File: src/core/rnpc_pkg.sv
/*
 * constants shared by the reset / interrupt pin controller:
 * register offsets, control and status field positions, reset values
 * and the qualifying low time of the reset role.
 * assumes a 10 MHz system clock and a 32-bit apb register bus.
 */
package rnpc_pkg;

    // register byte offsets
    localparam logic [11:0] RNPC_CTRL_OFS = 12'h000;
    localparam logic [11:0] RNPC_STAT_OFS = 12'h004;

    // control register fields (reset_pin_control_reg)
    localparam int RNPC_ROLE_BIT = 0;   // pin_interrupt_role_select
    localparam int RNPC_EDGE_BIT = 1;   // pin_event_edge_select
    localparam int RNPC_IE_BIT = 2;     // pin_event_int_enable
    localparam int RNPC_PDIR_BIT = 3;   // pin_pull_direction
    localparam int RNPC_REN_BIT = 4;    // pin_resistor_enable
    localparam int RNPC_CTRL_W = 5;
    localparam logic [4:0] RNPC_CTRL_RST = 5'h18;  // reset role, pull-up on

    // status register fields
    localparam int RNPC_FLAG_BIT = 0;   // pin_event_flag, write 1 clears
    localparam int RNPC_PIN_BIT = 1;    // sampled pin level
    localparam int RNPC_DBG_BIT = 2;    // two-wire debug access active

    // clock and qualifying low time of the reset role
    localparam int RNPC_CLK_HZ = 10_000_000;
    localparam int RNPC_RST_MIN_NS = 2000;
    localparam int RNPC_RST_MIN_CYC =
        (RNPC_RST_MIN_NS * (RNPC_CLK_HZ / 1_000_000) + 999) / 1000;

    // reset-role qualifier states, gray from RNPC_IDLE to RNPC_WAIT_HIGH; the return to RNPC_IDLE flips both bits
    typedef enum logic [1:0] {
        RNPC_IDLE = 2'b00,
        RNPC_FIRE = 2'b01,
        RNPC_WAIT_HIGH = 2'b11
    } rnpc_state_e;

endpackage

File: src/core/rnpc_pulse_timer.sv
/*
 * counts consecutive cycles of a run level and flags when the
 * programmed length has been reached.
 * assumes run is already synchronous to clk.
 */
`timescale 1ns/100ps
module rnpc_pulse_timer #(
    parameter int CNT_W = 8,
    parameter int CYCLES = 20
) (
    input wire logic clk,
    input wire logic reset,
    input wire logic run,
    output logic done
);

    localparam logic [CNT_W-1:0] LIMIT = CNT_W'(CYCLES - 1);

    logic [CNT_W-1:0] count_r;
    logic [CNT_W-1:0] count_nxt;

    // saturate at the limit, restart whenever run drops
    always_comb begin
        if (!run) begin
            count_nxt = '0;
        end else if (count_r == LIMIT) begin
            count_nxt = count_r;
        end else begin
            count_nxt = count_r + CNT_W'(1);
        end
    end

    always_ff @(posedge clk or posedge reset) begin
        if (reset) begin
            count_r <= '0;
        end else begin
            count_r <= count_nxt;
        end
    end

    // done in the cycle run has been high for CYCLES cycles
    assign done = run && (count_r == LIMIT);

endmodule

File: src/core/rnpc_top.sv
/*
 * controller behind the shared reset / interrupt / debug-data pin.
 * assumes pin and apb inputs are synchronous to clk; the debug engine
 * outside drives dbg_active, dbg_tx_data and dbg_tx_en.
 */
// The placing of the registers and register access over APB were left to the implementer.
`timescale 1ns/100ps
module rnpc_top
    import rnpc_pkg::*;
#(
    parameter int RST_CYC = RNPC_RST_MIN_CYC
) (
    input wire logic clk,
    input wire logic reset,
    input wire logic psel,
    input wire logic penable,
    input wire logic pwrite,
    input wire logic [11:0] paddr,
    input wire logic [31:0] pwdata,
    output logic [31:0] prdata,
    output logic pready,
    output logic pslverr,
    input wire logic pin_in,
    output logic pin_out,
    output logic pin_oe,
    output logic pull_up_en,
    output logic pull_down_en,
    input wire logic dbg_active,
    input wire logic dbg_tx_data,
    input wire logic dbg_tx_en,
    output logic two_wire_debug_data,
    output logic brownout_class_reset,
    output logic nmi_req
);

    ////////////////////////////////////////////////////////////////////
    // registers and next values

    logic [RNPC_CTRL_W-1:0] ctrl_r, ctrl_nxt;
    logic flag_r, flag_nxt;
    logic pin_prev_r, pin_prev_nxt;
    logic nmi_r, nmi_nxt;
    logic bor_r, bor_nxt;
    rnpc_state_e state_r, state_nxt;
    logic [31:0] prdata_r, prdata_nxt;
    logic pready_r, pready_nxt;
    logic pslverr_r, pslverr_nxt;
    logic pin_out_r, pin_out_nxt;
    logic pin_oe_r, pin_oe_nxt;
    logic pu_r, pu_nxt;
    logic pd_r, pd_nxt;
    logic dbg_rx_r, dbg_rx_nxt;

    logic role_irq, edge_fall, irq_en;
    logic setup_ph, wr_access, ctrl_hit, stat_hit;
    logic rise, fall, edge_seen, low_run, low_done;

    assign role_irq = ctrl_r[RNPC_ROLE_BIT];
    assign edge_fall = ctrl_r[RNPC_EDGE_BIT];
    assign irq_en = ctrl_r[RNPC_IE_BIT];

    ////////////////////////////////////////////////////////////////////
    // apb decode: one wait-free access, pready raised from setup phase

    assign setup_ph = psel && !penable;
    assign wr_access = psel && penable && pready_r && pwrite;
    assign ctrl_hit = (paddr == RNPC_CTRL_OFS);
    assign stat_hit = (paddr == RNPC_STAT_OFS);

    // read data captured in setup so prdata is a flop in access
    always_comb begin
        prdata_nxt = prdata_r;
        pready_nxt = setup_ph;
        pslverr_nxt = setup_ph && !(ctrl_hit || stat_hit);
        if (setup_ph && !pwrite) begin
            prdata_nxt = '0;
            if (ctrl_hit) begin
                prdata_nxt[RNPC_CTRL_W-1:0] = ctrl_r;
            end else if (stat_hit) begin
                prdata_nxt[RNPC_FLAG_BIT] = flag_r;
                prdata_nxt[RNPC_PIN_BIT] = pin_prev_r;
                prdata_nxt[RNPC_DBG_BIT] = dbg_active;
            end
        end
    end

    ////////////////////////////////////////////////////////////////////
    // reset-role qualifier: low must last RST_CYC cycles

    // debug data toggles the pin, so neither role listens then
    assign low_run = !role_irq && !dbg_active && !pin_in;

    rnpc_pulse_timer #(
        .CNT_W(16),
        .CYCLES(RST_CYC)
    ) u_low_timer (
        .clk(clk),
        .reset(reset),
        .run(low_run),
        .done(low_done)
    );

    // one brown-out pulse per qualifying low, re-armed on release
    always_comb begin
        state_nxt = state_r;
        bor_nxt = 1'b0;
        case (state_r)
            RNPC_IDLE: begin
                if (low_done) begin
                    state_nxt = RNPC_FIRE;
                    bor_nxt = 1'b1;
                end
            end
            RNPC_FIRE: begin
                state_nxt = RNPC_WAIT_HIGH;
            end
            RNPC_WAIT_HIGH: begin
                if (!low_run) begin
                    state_nxt = RNPC_IDLE;
                end
            end
            default: begin
                state_nxt = RNPC_IDLE;
            end
        endcase
    end

    ////////////////////////////////////////////////////////////////////
    // control register; a brown-out returns it to its defaults

    always_comb begin
        ctrl_nxt = ctrl_r;
        if (bor_r) begin
            ctrl_nxt = RNPC_CTRL_RST;
        end else if (wr_access && ctrl_hit) begin
            ctrl_nxt = pwdata[RNPC_CTRL_W-1:0];
        end
    end

    ////////////////////////////////////////////////////////////////////
    // interrupt role: edge detect, sticky flag, request

    assign rise = pin_in && !pin_prev_r;
    assign fall = !pin_in && pin_prev_r;
    assign edge_seen = role_irq && !dbg_active
        && (edge_fall ? fall : rise);

    // a new edge wins over a software clear in the same cycle
    always_comb begin
        pin_prev_nxt = pin_in;
        flag_nxt = flag_r;
        if (bor_r) begin
            flag_nxt = 1'b0;
        end else if (edge_seen) begin
            flag_nxt = 1'b1;
        end else if (wr_access && stat_hit && pwdata[RNPC_FLAG_BIT]) begin
            flag_nxt = 1'b0;
        end
        nmi_nxt = flag_nxt && ctrl_nxt[RNPC_IE_BIT];
    end

    ////////////////////////////////////////////////////////////////////
    // pad control: resistor and debug data line

    always_comb begin
        pu_nxt = ctrl_nxt[RNPC_REN_BIT] && ctrl_nxt[RNPC_PDIR_BIT];
        pd_nxt = ctrl_nxt[RNPC_REN_BIT] && !ctrl_nxt[RNPC_PDIR_BIT];
        pin_out_nxt = dbg_active && dbg_tx_data;
        pin_oe_nxt = dbg_active && dbg_tx_en;
        dbg_rx_nxt = dbg_active ? pin_in : 1'b0;
    end

    ////////////////////////////////////////////////////////////////////
    // state registers

    always_ff @(posedge clk or posedge reset) begin
        if (reset) begin
            ctrl_r <= RNPC_CTRL_RST;
            flag_r <= 1'b0;
            pin_prev_r <= 1'b1;
            nmi_r <= 1'b0;
            bor_r <= 1'b0;
            state_r <= RNPC_IDLE;
            prdata_r <= '0;
            pready_r <= 1'b0;
            pslverr_r <= 1'b0;
            pin_out_r <= 1'b0;
            pin_oe_r <= 1'b0;
            pu_r <= 1'b1;
            pd_r <= 1'b0;
            dbg_rx_r <= 1'b0;
        end else begin
            ctrl_r <= ctrl_nxt;
            flag_r <= flag_nxt;
            pin_prev_r <= pin_prev_nxt;
            nmi_r <= nmi_nxt;
            bor_r <= bor_nxt;
            state_r <= state_nxt;
            prdata_r <= prdata_nxt;
            pready_r <= pready_nxt;
            pslverr_r <= pslverr_nxt;
            pin_out_r <= pin_out_nxt;
            pin_oe_r <= pin_oe_nxt;
            pu_r <= pu_nxt;
            pd_r <= pd_nxt;
            dbg_rx_r <= dbg_rx_nxt;
        end
    end

    // every output straight from a flop
    assign prdata = prdata_r;
    assign pready = pready_r;
    assign pslverr = pslverr_r;
    assign pin_out = pin_out_r;
    assign pin_oe = pin_oe_r;
    assign pull_up_en = pu_r;
    assign pull_down_en = pd_r;
    assign two_wire_debug_data = dbg_rx_r;
    assign brownout_class_reset = bor_r;
    assign nmi_req = nmi_r;
endmodule

File: config.mk
export PLATFORM = sky130hd
export DESIGN_NAME = rnpc_top
export DESIGN_NICKNAME = d
export VERILOG_FILES = /design/src/core/rnpc_pkg.sv /design/src/core/rnpc_pulse_timer.sv /design/src/core/rnpc_top.sv
export SDC_FILE = /design/constraint.sdc
export NUM_CORES = 1
export LEC_CHECK = 0
export BUFFER_PORTS_ARGS = -buffer_cell sky130_fd_sc_hd__buf_2
export CAP_MARGIN = 10
export CORE_MARGIN = 2
export CORE_UTILIZATION = 25
export CTS_BUF_LIST = sky130_fd_sc_hd__clkbuf_4
export CTS_CLUSTER_SIZE = 12
export DETAILED_ROUTE_END_ITERATION = 16
export PLACE_DENSITY = 0.49
export SETUP_SLACK_MARGIN = 0.05
export SLEW_MARGIN = 20
export SYNTH_ARGS = -nofsm -noshare
export SYNTH_HDL_FRONTEND = slang
export SYNTH_SLANG_ARGS = --single-unit
File: constraint.sdc
create_clock -name clk -period 1.5 [get_ports clk]
set_input_delay 0.075 -clock clk [delete_from_list [all_inputs] [get_ports clk]]
set_output_delay 0.075 -clock clk [all_outputs]
set_load 0.02 [all_outputs]
==> results.sh, run 1 <==
export IMPL_slew_viol_final=0
export IMPL_post_place_ws_ns=-0.0753
export IMPL_ir_worst_vdd_uv=266
export IMPL_core_area_sq_um=7810
export IMPL_rsz0062_at_grt="yes"
export IMPL_grt_pass1_wl_mm=7.38
export IMPL_drive_above_1_share=0.398
export IMPL_vias=1638
export IMPL_critPathTopFamily="flip-flops"
export IMPL_timing_final_ws_setup_ns=-0.0196
export IMPL_synthCells=199
export IMPL_avgSynthCellArea_sq_um=10.3
export IMPL_grt_max_degree=40
export IMPL_fin_crit_sh=1.01
export IMPL_max_slew_margin=0.664
export IMPL_synth_top_family_by_area="simple AND/OR/NAND/NOR gates"
export IMPL_fmax_ghz=0.658
export IMPL_cts_root_buf="clkbuf_4"
export IMPL_critPathKind="flop to flop"
export IMPL_gr_total_overflow=0
export IMPL_final_common_cell="buf_2"
export IMPL_dpl_hpwl_mm=3.14
export IMPL_nNetsFinal=332
export IMPL_drcViolationCount=0
export IMPL_cap_violations=0
export IMPL_die_width_microns=94.4
export IMPL_gp_congestion=0.730
export IMPL_crit_arrival_ns=1.79
export IMPL_cts_tree="done"
export IMPL_multi_input_area_sq_um=1020
export IMPL_synth_xor_area_frac=0.0472
export IMPL_syn_area_sq_um=2040
export IMPL_die_h_microns=94.4
export IMPL_num_io_pins=94
export IMPL_status="complete, but fails checks"
export IMPL_ys_types=45
export IMPL_finalSetupViolCount=1
export IMPL_cts_path_max_buffers=2
export IMPL_min_period_ns=1.52
export IMPL_seqCellArea_sq_um=983
export IMPL_drt_pre_antenna_iters=4
export IMPL_start_kind="flop"
export IMPL_violations="negative setup slack"
export IMPL_numCtsBuffers=5
export IMPL_synth_edff_count=0
export IMPL_clk_latency_ns=0.34
export IMPL_power_density_nw_per_um2=666
export IMPL_antenna_found_initial=0
export IMPL_first_iter_violations=38
export IMPL_ys_seq_elements=39
export IMPL_fin_util=0.359
export IMPL_antenna_cells=0
export IMPL_leakage_nw=1.38
export IMPL_synth_mux_area_frac=0.0343
export IMPL_clkSlewWorstSetupHoldPaths_ns=0.13
export IMPL_holdCritStartpoint="pwdata[2]"
export IMPL_clock_sinks=39
export IMPL_cp_required_ns=1.77
export IMPL_hold_path_class="input port to flop"
export IMPL_io_buffer_count=39
export IMPL_crit_chain="buf_6 > nand3b_1 > a2111oi_4 > a311o_2 > nor3b_2"
export IMPL_endpoint_kind="flop"
export IMPL_ys_flop_type="dfrtp_1"
export IMPL_finalHoldViolations=0
export IMPL_area_delta_synth_final_pct=37.3
export IMPL_yosys_area_share_adder=0.00613
export IMPL_start_util=0.261
export IMPL_setup_tns_ns=-0.0196
export IMPL_htree_num_levels=2
export IMPL_slowest_stage="dfstp_2"
export IMPL_synthSimpleGateAreaFrac=0.216
export IMPL_slowest_delay_ns=0.56
export IMPL_grt_usage=0.103
export IMPL_routed_wl_mm=4.68
export IMPL_vias_per_cell=4.30
export IMPL_yosysSeqAreaShare=0.481
export IMPL_rows=32
export IMPL_finalClockSkew_ns=0.0107
export IMPL_antenna_left=0
export IMPL_fillers=806
export IMPL_crit_path_start="pin_prev_r"
export IMPL_path_max_fanout=2
export IMPL_worstReg2RegStart="pin_prev_r"
export IMPL_layout_common_cells="39 x buf_2, 33 x dfrtp_1, 27 x conb_1"
export IMPL_netlist_top_cell_by_area="dfrtp_1"
export IMPL_dieArea_sq_um=8900
export IMPL_path_buf_inv=1
export IMPL_synth_compound_area_frac=0.0785
export IMPL_wl_per_cell_microns=12.3
export IMPL_grt_pass1_vias=1570
export IMPL_netlist_area_leader_share=0.429
export IMPL_yosys_warnings=0
export IMPL_max_slew_worst_pin_slew_ns=0.505
export IMPL_synth_area_top_cells="dfrtp_1 43%, buf_4 9.9%, dfstp_2 5.2%, xnor2_1 3.9%, mux2i_1 3.4%"
export IMPL_synth_async_sr_flop_share=1.00
==> final cells by class <==
type	count	area share
Multi-Input combinational cell	141	0.365
Sequential cell	39	0.351
Timing Repair Buffer	80	0.203
Tap cell	102	0.0455
Clock buffer	6	0.0161
Inverter	11	0.0147
Clock inverter	2	0.00446
==> sequential cells by signal, summed over array words and instances (netlist names), 2 cells and up <==
| register | cells |
|---|---|
| state_r | 2 |
| prdata | 5 |
| ctrl_r | 5 |
| u_low_timer.count_r | 16 |
==> layer usage <==
metal  vias to the layer above  global-route usage  share of wire
met5                         -                   0              0
met2                        44               0.181           0.52
met3                         2              0.0287          0.058
met1                       796               0.128           0.42
met4                         0              0.0181         0.0032
li1                        796                   -              -
==> worst paths after layout <==
check                                           to  slack [ns]  cells past startpoint
hold reg to reg               brownout_class_reset        0.44                      1
setup reg to reg                           nmi_req       -0.02                      5
min in group asynchronous  u_low_timer.count_r[14]        0.39                      4
max in group asynchronous                ctrl_r[3]        0.73                      4
hold / removal                           ctrl_r[2]        0.03                      3
setup / recovery                           nmi_req       -0.02                      5
==> worst register-to-register path, delay by kind of cell (launching register included) <==
kind	cells	cell delay, ns
DFF	1	0.56
AOI/OAI and AO/OA	2	0.53
and+or+nand+nor	2	0.27
buffers and inverters	1	0.09
==> Yosys cell counts, drive strengths merged, types with 2 or more instances <==
cell type and instances:
and2 4, or3 4, a21oi 5, nand4 5, buf 33, o211ai 2
mux2i 7, nand3 9, o21ai 2, nor4 10, inv 11, xnor2 9
o31ai 3, xor2 2, dfstp 4, o41ai 2, dfrtp 35, nand2 11
nand3b 2, nor2 15, nor3 7
==> report_power, final <==
group | internal [mW] | switching [mW] | leakage (nW) | total, mW
Sequential | 1.07 | 0.00734 | 0.516 | 1.07
Combinational | 0.0836 | 0.151 | 0.831 | 0.234
Clock | 0.200 | 0.360 | 0.0317 | 0.559
Total | 1.35 | 0.518 | 1.38 | 1.87
==> cells by family after synthesis <==
family / after synthesis
and+or+nand+nor: 74
buffers and inverters: 45
DFF: 39
AOI/OAI and AO/OA: 21
xor gates and xnor gates: 11
muxes: 7
adders and majority gates: 1
other: 1
==> timing repair <==
action                     in CTS  in global routing
hold endpoints to repair       44                  0
setup endpoints to repair       3                 20
hold buffers                   11                  0
gates resized for setup         7                 25
pin swaps                       3                 13
buffers inserted                1                  8
==> metrics by stage <==
stage | cells | cell area, sq um | power (mW) | hold WS, ns
3_3_place_gp | 353 | 2390 | 1.29 | 0.216
4_1_cts | 373 | 2610 | 1.90 | 0.0295
6_report | 381 | 2800 | 1.87 | 0.0302
5_1_grt | 381 | 2800 | 1.97 | 0.0398
2_1_floorplan | 225 | 2140 | 1.27 | 0.0795
3_5_place_dp | 353 | 2390 | 1.30 | 0.218
Note: power is estimated with default switching activity, not from simulation.
==> run 2, diff against run 1 <==
Settings changed: PLACE_DENSITY 0.49 to 0.47.
Clock period 1.5 ns to 1.86 ns, I/O delays scaled along.
==> results.sh, run 2 (same netlist as run 1, synthesis figures left out) <==
export IMPL_drt_pre_antenna_iters=4
export IMPL_post_place_cells=337
export IMPL_hold_end="ctrl_r[4]"
export IMPL_die_h_microns=94.4
export IMPL_finalHoldViolations=0
export IMPL_cp_required_ns=2.13
export IMPL_die_width_microns=94.4
export IMPL_status="completed"
export IMPL_cap_violations=0
export IMPL_finalClockSkew_ns=0.0105
export IMPL_clkSlewWorstSetupHoldPaths_ns=0.12
export IMPL_gp_congestion=0.760
export IMPL_power_mw=1.48
export IMPL_grt_usage=0.0955
export IMPL_antenna_cells=0
export IMPL_cts_path_max_buffers=2
export IMPL_start_kind="flop"
export IMPL_rsz0062_at_grt="no"
export IMPL_fmax_ghz=0.591
export IMPL_numCtsBuffers=5
export IMPL_cts_resized=0
export IMPL_power_density_nw_per_um2=614
export IMPL_crit_arrival_ns=1.96
export IMPL_num_io_pins=94
export IMPL_worstReg2RegStart="u_low_timer.count_r[8]"
export IMPL_reg2reg_depth=4
export IMPL_ir_worst_vdd_uv=153
export IMPL_vias_per_cell=4.28
export IMPL_layout_common_cells="39 x buf_2, 35 x dfrtp_1, 27 x conb_1"
export IMPL_dpl_hpwl_mm=2.98
export IMPL_hold_depth=3
export IMPL_path_max_fanout=6
export IMPL_grt_pass1_wl_mm=6.65
export IMPL_critPathKind="flop to flop"
export IMPL_first_iter_violations=64
export IMPL_hold_path_class="input port to flop"
export IMPL_final_common_cell="buf_2"
export IMPL_setup_tns_ns=0
export IMPL_finalSetupViolCount=0
export IMPL_dieArea_sq_um=8900
export IMPL_leakage_nw=1.14
export IMPL_clk_latency_ns=0.34
export IMPL_drcViolationCount=0
export IMPL_stdcell_count=354
export IMPL_slew_viol_final=0
export IMPL_gr_total_overflow=0
export IMPL_holdCritStartpoint="pwdata[4]"
export IMPL_grt_max_degree=40
export IMPL_rows=32
export IMPL_antenna_left=0
export IMPL_vias=1515
export IMPL_routed_wl_mm=4.18
export IMPL_dpl_instance_area_sq_um=2260
export IMPL_top_register="u_low_timer.count_r"
export IMPL_wl_per_cell_microns=11.8
export IMPL_io_buffer_count=39
export IMPL_drive_above_1_share=0.274
export IMPL_htree_num_levels=2
export IMPL_grt_pass1_vias=1470
export IMPL_nNetsFinal=305
export IMPL_start_util=0.261
export IMPL_core_area_sq_um=7810
export IMPL_largest_reg_flops=16
export IMPL_endpoint_kind="flop"
export IMPL_min_period_ns=1.69
export IMPL_fin_area_sq_um=2410
export IMPL_fillers=826
export IMPL_r2r_slack_ns=0.17
export IMPL_fin_util=0.309
export IMPL_antenna_found_initial=0
export IMPL_cts_root_buf="clkbuf_4"
export IMPL_reg2reg_to="u_low_timer.count_r[2]"
export IMPL_fin_crit_sh=0.909
export IMPL_cts_tree="done"
export IMPL_clock_sinks=39
export IMPL_area_delta_synth_final_pct=18.2
run 2: cell count changes in the layout (fill, tap and decap cells not counted), sizes merged:
cell,delta
dlygate4sd3,-2
buf,-25
run 2: critical path: stages, from the launching register on:
cell	delay, ns
dfrtp_1	0.45
nor4_1	0.40
nand4_1	0.36
a21bo_2	0.30
a21oi_1	0.11
run 2: power breakdown:
part           internal, mW  switching, mW
clock                 0.161          0.286
sequential            0.860        0.00671
combinational        0.0525          0.114
run 2: final cells by class:
class	count	area, sq um	share of cell area
Multi-Input combinational cell	141	882	0.366
Clock buffer	6	45.0	0.0187
Timing Repair Buffer	53	323	0.134
Tap cell	102	128	0.0529
Sequential cell	39	981	0.407
Inverter	11	41.3	0.0171
Clock inverter	2	12.5	0.00519
run 2: repair_timing:
item	in CTS	in global routing
setup buffers	0	0
hold buffers	9	0
hold endpoints to repair	42	0
setup endpoints to repair	0	0
run 2: worst max path at each step:
stage,depth (start not counted),from,to
finish,4,u_low_timer.count_r[8],u_low_timer.count_r[2]
global route,4,u_low_timer.count_r[8],u_low_timer.count_r[2]
CTS,4,u_low_timer.count_r[8],u_low_timer.count_r[2]
detailed placement,4,u_low_timer.count_r[8],u_low_timer.count_r[2]
global placement,5,u_low_timer.count_r[0],state_r[0]
floorplan,5,u_low_timer.count_r[0],state_r[0]
run 2: stage by stage:
step                      hold slack (ns)  worst slack, ns
after floorplan                    0.0975            0.340
after global placement              0.242            0.260
after detailed placement            0.242            0.238
after CTS                         0.00204            0.187
after global routing               0.0131            0.104
final                              0.0154            0.169
run 2: layer usage:
metal / share of wire / vias up / routed length [microns] / GRT usage
li1: - / 742 / - / -
met1: 0.42 / 719 / 1750 / 0.110
met2: 0.50 / 46 / 2090 / 0.173
met3: 0.069 / 8 / 289 / 0.0255
met4: 0.011 / 0 / 48 / 0.0290
met5: 0 / - / 0 / 0
==> run 3, diff against run 2 <==
Clock period 1.86 ns to 2.19 ns, I/O delays scaled along.
==> results.sh, run 3 (same netlist as run 1, synthesis figures left out) <==
export IMPL_grt_pass1_vias=1477
export IMPL_die_h_microns=94.4
export IMPL_power_density_nw_per_um2=582
export IMPL_start_util=0.261
export IMPL_vias=1477
export IMPL_drcViolationCount=0
export IMPL_grt_max_degree=40
export IMPL_drt_pre_antenna_iters=4
export IMPL_wl_per_cell_microns=11.9
export IMPL_finalClockSkew_ns=0.0153
export IMPL_htree_num_levels=2
export IMPL_largest_reg_flops=16
export IMPL_reg2reg_depth=4
export IMPL_critPathKind="flop to flop"
export IMPL_antenna_left=0
export IMPL_nNetsFinal=297
export IMPL_hold_end="pready"
export IMPL_cap_violations=0
export IMPL_cp_required_ns=2.47
export IMPL_top_register="u_low_timer.count_r"
export IMPL_clkSlewWorstSetupHoldPaths_ns=0.14
export IMPL_drive_above_1_share=0.266
export IMPL_clock_sinks=39
export IMPL_rsz0062_at_grt="no"
export IMPL_max_slew_margin=0.639
export IMPL_die_width_microns=94.4
export IMPL_holdCritStartpoint="psel"
export IMPL_start_kind="flop"
export IMPL_hold_path_class="input port to flop"
export IMPL_post_place_ws_ns=0.465
export IMPL_cts_tree="done"
export IMPL_final_common_cell="buf_2"
export IMPL_clk_latency_ns=0.36
export IMPL_antenna_cells=0
export IMPL_cts_resized=0
export IMPL_layout_common_cells="39 x buf_2, 35 x dfrtp_1, 27 x conb_1"
export IMPL_dpl_hpwl_mm=2.91
export IMPL_routed_wl_mm=4.13
export IMPL_vias_per_cell=4.27
export IMPL_cts_path_max_buffers=2
export IMPL_slew_viol_final=0
export IMPL_area_delta_synth_final_pct=15.9
export IMPL_cts_setup_buffers=0
export IMPL_fmax_ghz=0.570
export IMPL_r2r_slack_ns=0.43
export IMPL_io_buffer_count=39
export IMPL_hold_depth=2
export IMPL_endpoint_kind="flop"
export IMPL_slowest_stage="or3_1"
export IMPL_reg2reg_to="pull_down_en"
export IMPL_core_area_sq_um=7810
export IMPL_numCtsBuffers=5
export IMPL_timing_final_ws_setup_ns=0.434
export IMPL_finalHoldViolations=0
export IMPL_crit_arrival_ns=2.04
export IMPL_setup_tns_ns=0
export IMPL_antenna_found_initial=0
export IMPL_ir_worst_vdd_uv=206
export IMPL_hold_buffers=5
export IMPL_fin_crit_sh=0.802
export IMPL_min_period_ns=1.76
export IMPL_path_max_fanout=11
export IMPL_rows=32
export IMPL_status="completed"
export IMPL_slowest_delay_ns=0.49
export IMPL_gr_total_overflow=0
export IMPL_finalSetupViolCount=0
export IMPL_grt_usage=0.0958
export IMPL_dieArea_sq_um=8900
export IMPL_worstReg2RegStart="pready"
export IMPL_grt_pass1_wl_mm=6.69
export IMPL_gp_congestion=0.729
export IMPL_leakage_nw=1.11
export IMPL_num_io_pins=94
export IMPL_first_iter_violations=29
export IMPL_cts_root_buf="clkbuf_4"
export IMPL_crit_chain="and4_1 > nand4_1 > or3_1 > a21oi_1"
export IMPL_max_slew_worst_pin_slew_ns=0.539
-- run 3: cell count changes in the layout (fill, tap and decap cells not counted) --
cell | before | now
buf_4 | 5 | 1
bufinv_16 | 0 | 1
clkbuf_4 | 6 | 5
clkinv_4 | 0 | 1
clkinvlp_4 | 1 | 0
dlygate4sd3_1 | 9 | 5
-- run 3: worst max path at each step --
stage | from | to | slack, ns | cells after the start
after detailed placement | paddr[10] | pull_down_en | 0.46 | 5
after CTS | u_low_timer.count_r[0] | u_low_timer.count_r[2] | 0.44 | 5
after floorplan | u_low_timer.count_r[0] | state_r[0] | 0.67 | 5
final | pready | pull_down_en | 0.43 | 4
after global placement | pready | pull_down_en | 0.48 | 4
after global routing | pready | pull_down_en | 0.27 | 4
-- run 3: worst max-delay path: cells and delay by family (launching register included) --
family / cells / cell delay, ns
and+or+nand+nor: 3 / 1.19
DFF: 1 / 0.36
AOI/OAI and AO/OA: 1 / 0.14
-- run 3: report_power, final --
group | internal, mW | leakage [nW] | switching, mW
sequential | 0.731 | 0.519 | 0.00578
combinational | 0.0397 | 0.550 | 0.0964
clock | 0.240 | 0.0452 | 0.263
total | 1.01 | 1.11 | 0.365
-- run 3: layer usage --
layer	share of wire	routed length (microns)	track usage	vias up
li1	-	-	-	723
met1	0.44	1830	0.117	702
met2	0.47	1940	0.163	45
met3	0.073	300	0.0255	7
met4	0.013	53	0.0350	0
met5	0	0	0	-
-- run 3: final cells by class --
type	count	area [sq um]
Tap cell	102	128
Fill cell	843	5440
Inverter	11	41.3
Multi-Input combinational cell	141	882
Clock buffer	5	37.5
Timing Repair Buffer	45	253
Sequential cell	39	981
Clock inverter	3	43.8
-- run 3: metrics by stage --
step | area [sq um] | utilization | hold slack [ns] | std cells | power [mW]
after CTS | 2370 | 0.303 | 0.00186 | 346 | 1.40
after detailed placement | 2230 | 0.286 | 0.257 | 333 | 0.881
after global placement | 2230 | 0.286 | 0.257 | 333 | 0.880
after floorplan | 2140 | - | 0.114 | 225 | 0.872
final | 2370 | 0.303 | 0.0164 | 346 | 1.38
after global routing | 2370 | 0.303 | 0.00505 | 346 | 1.44
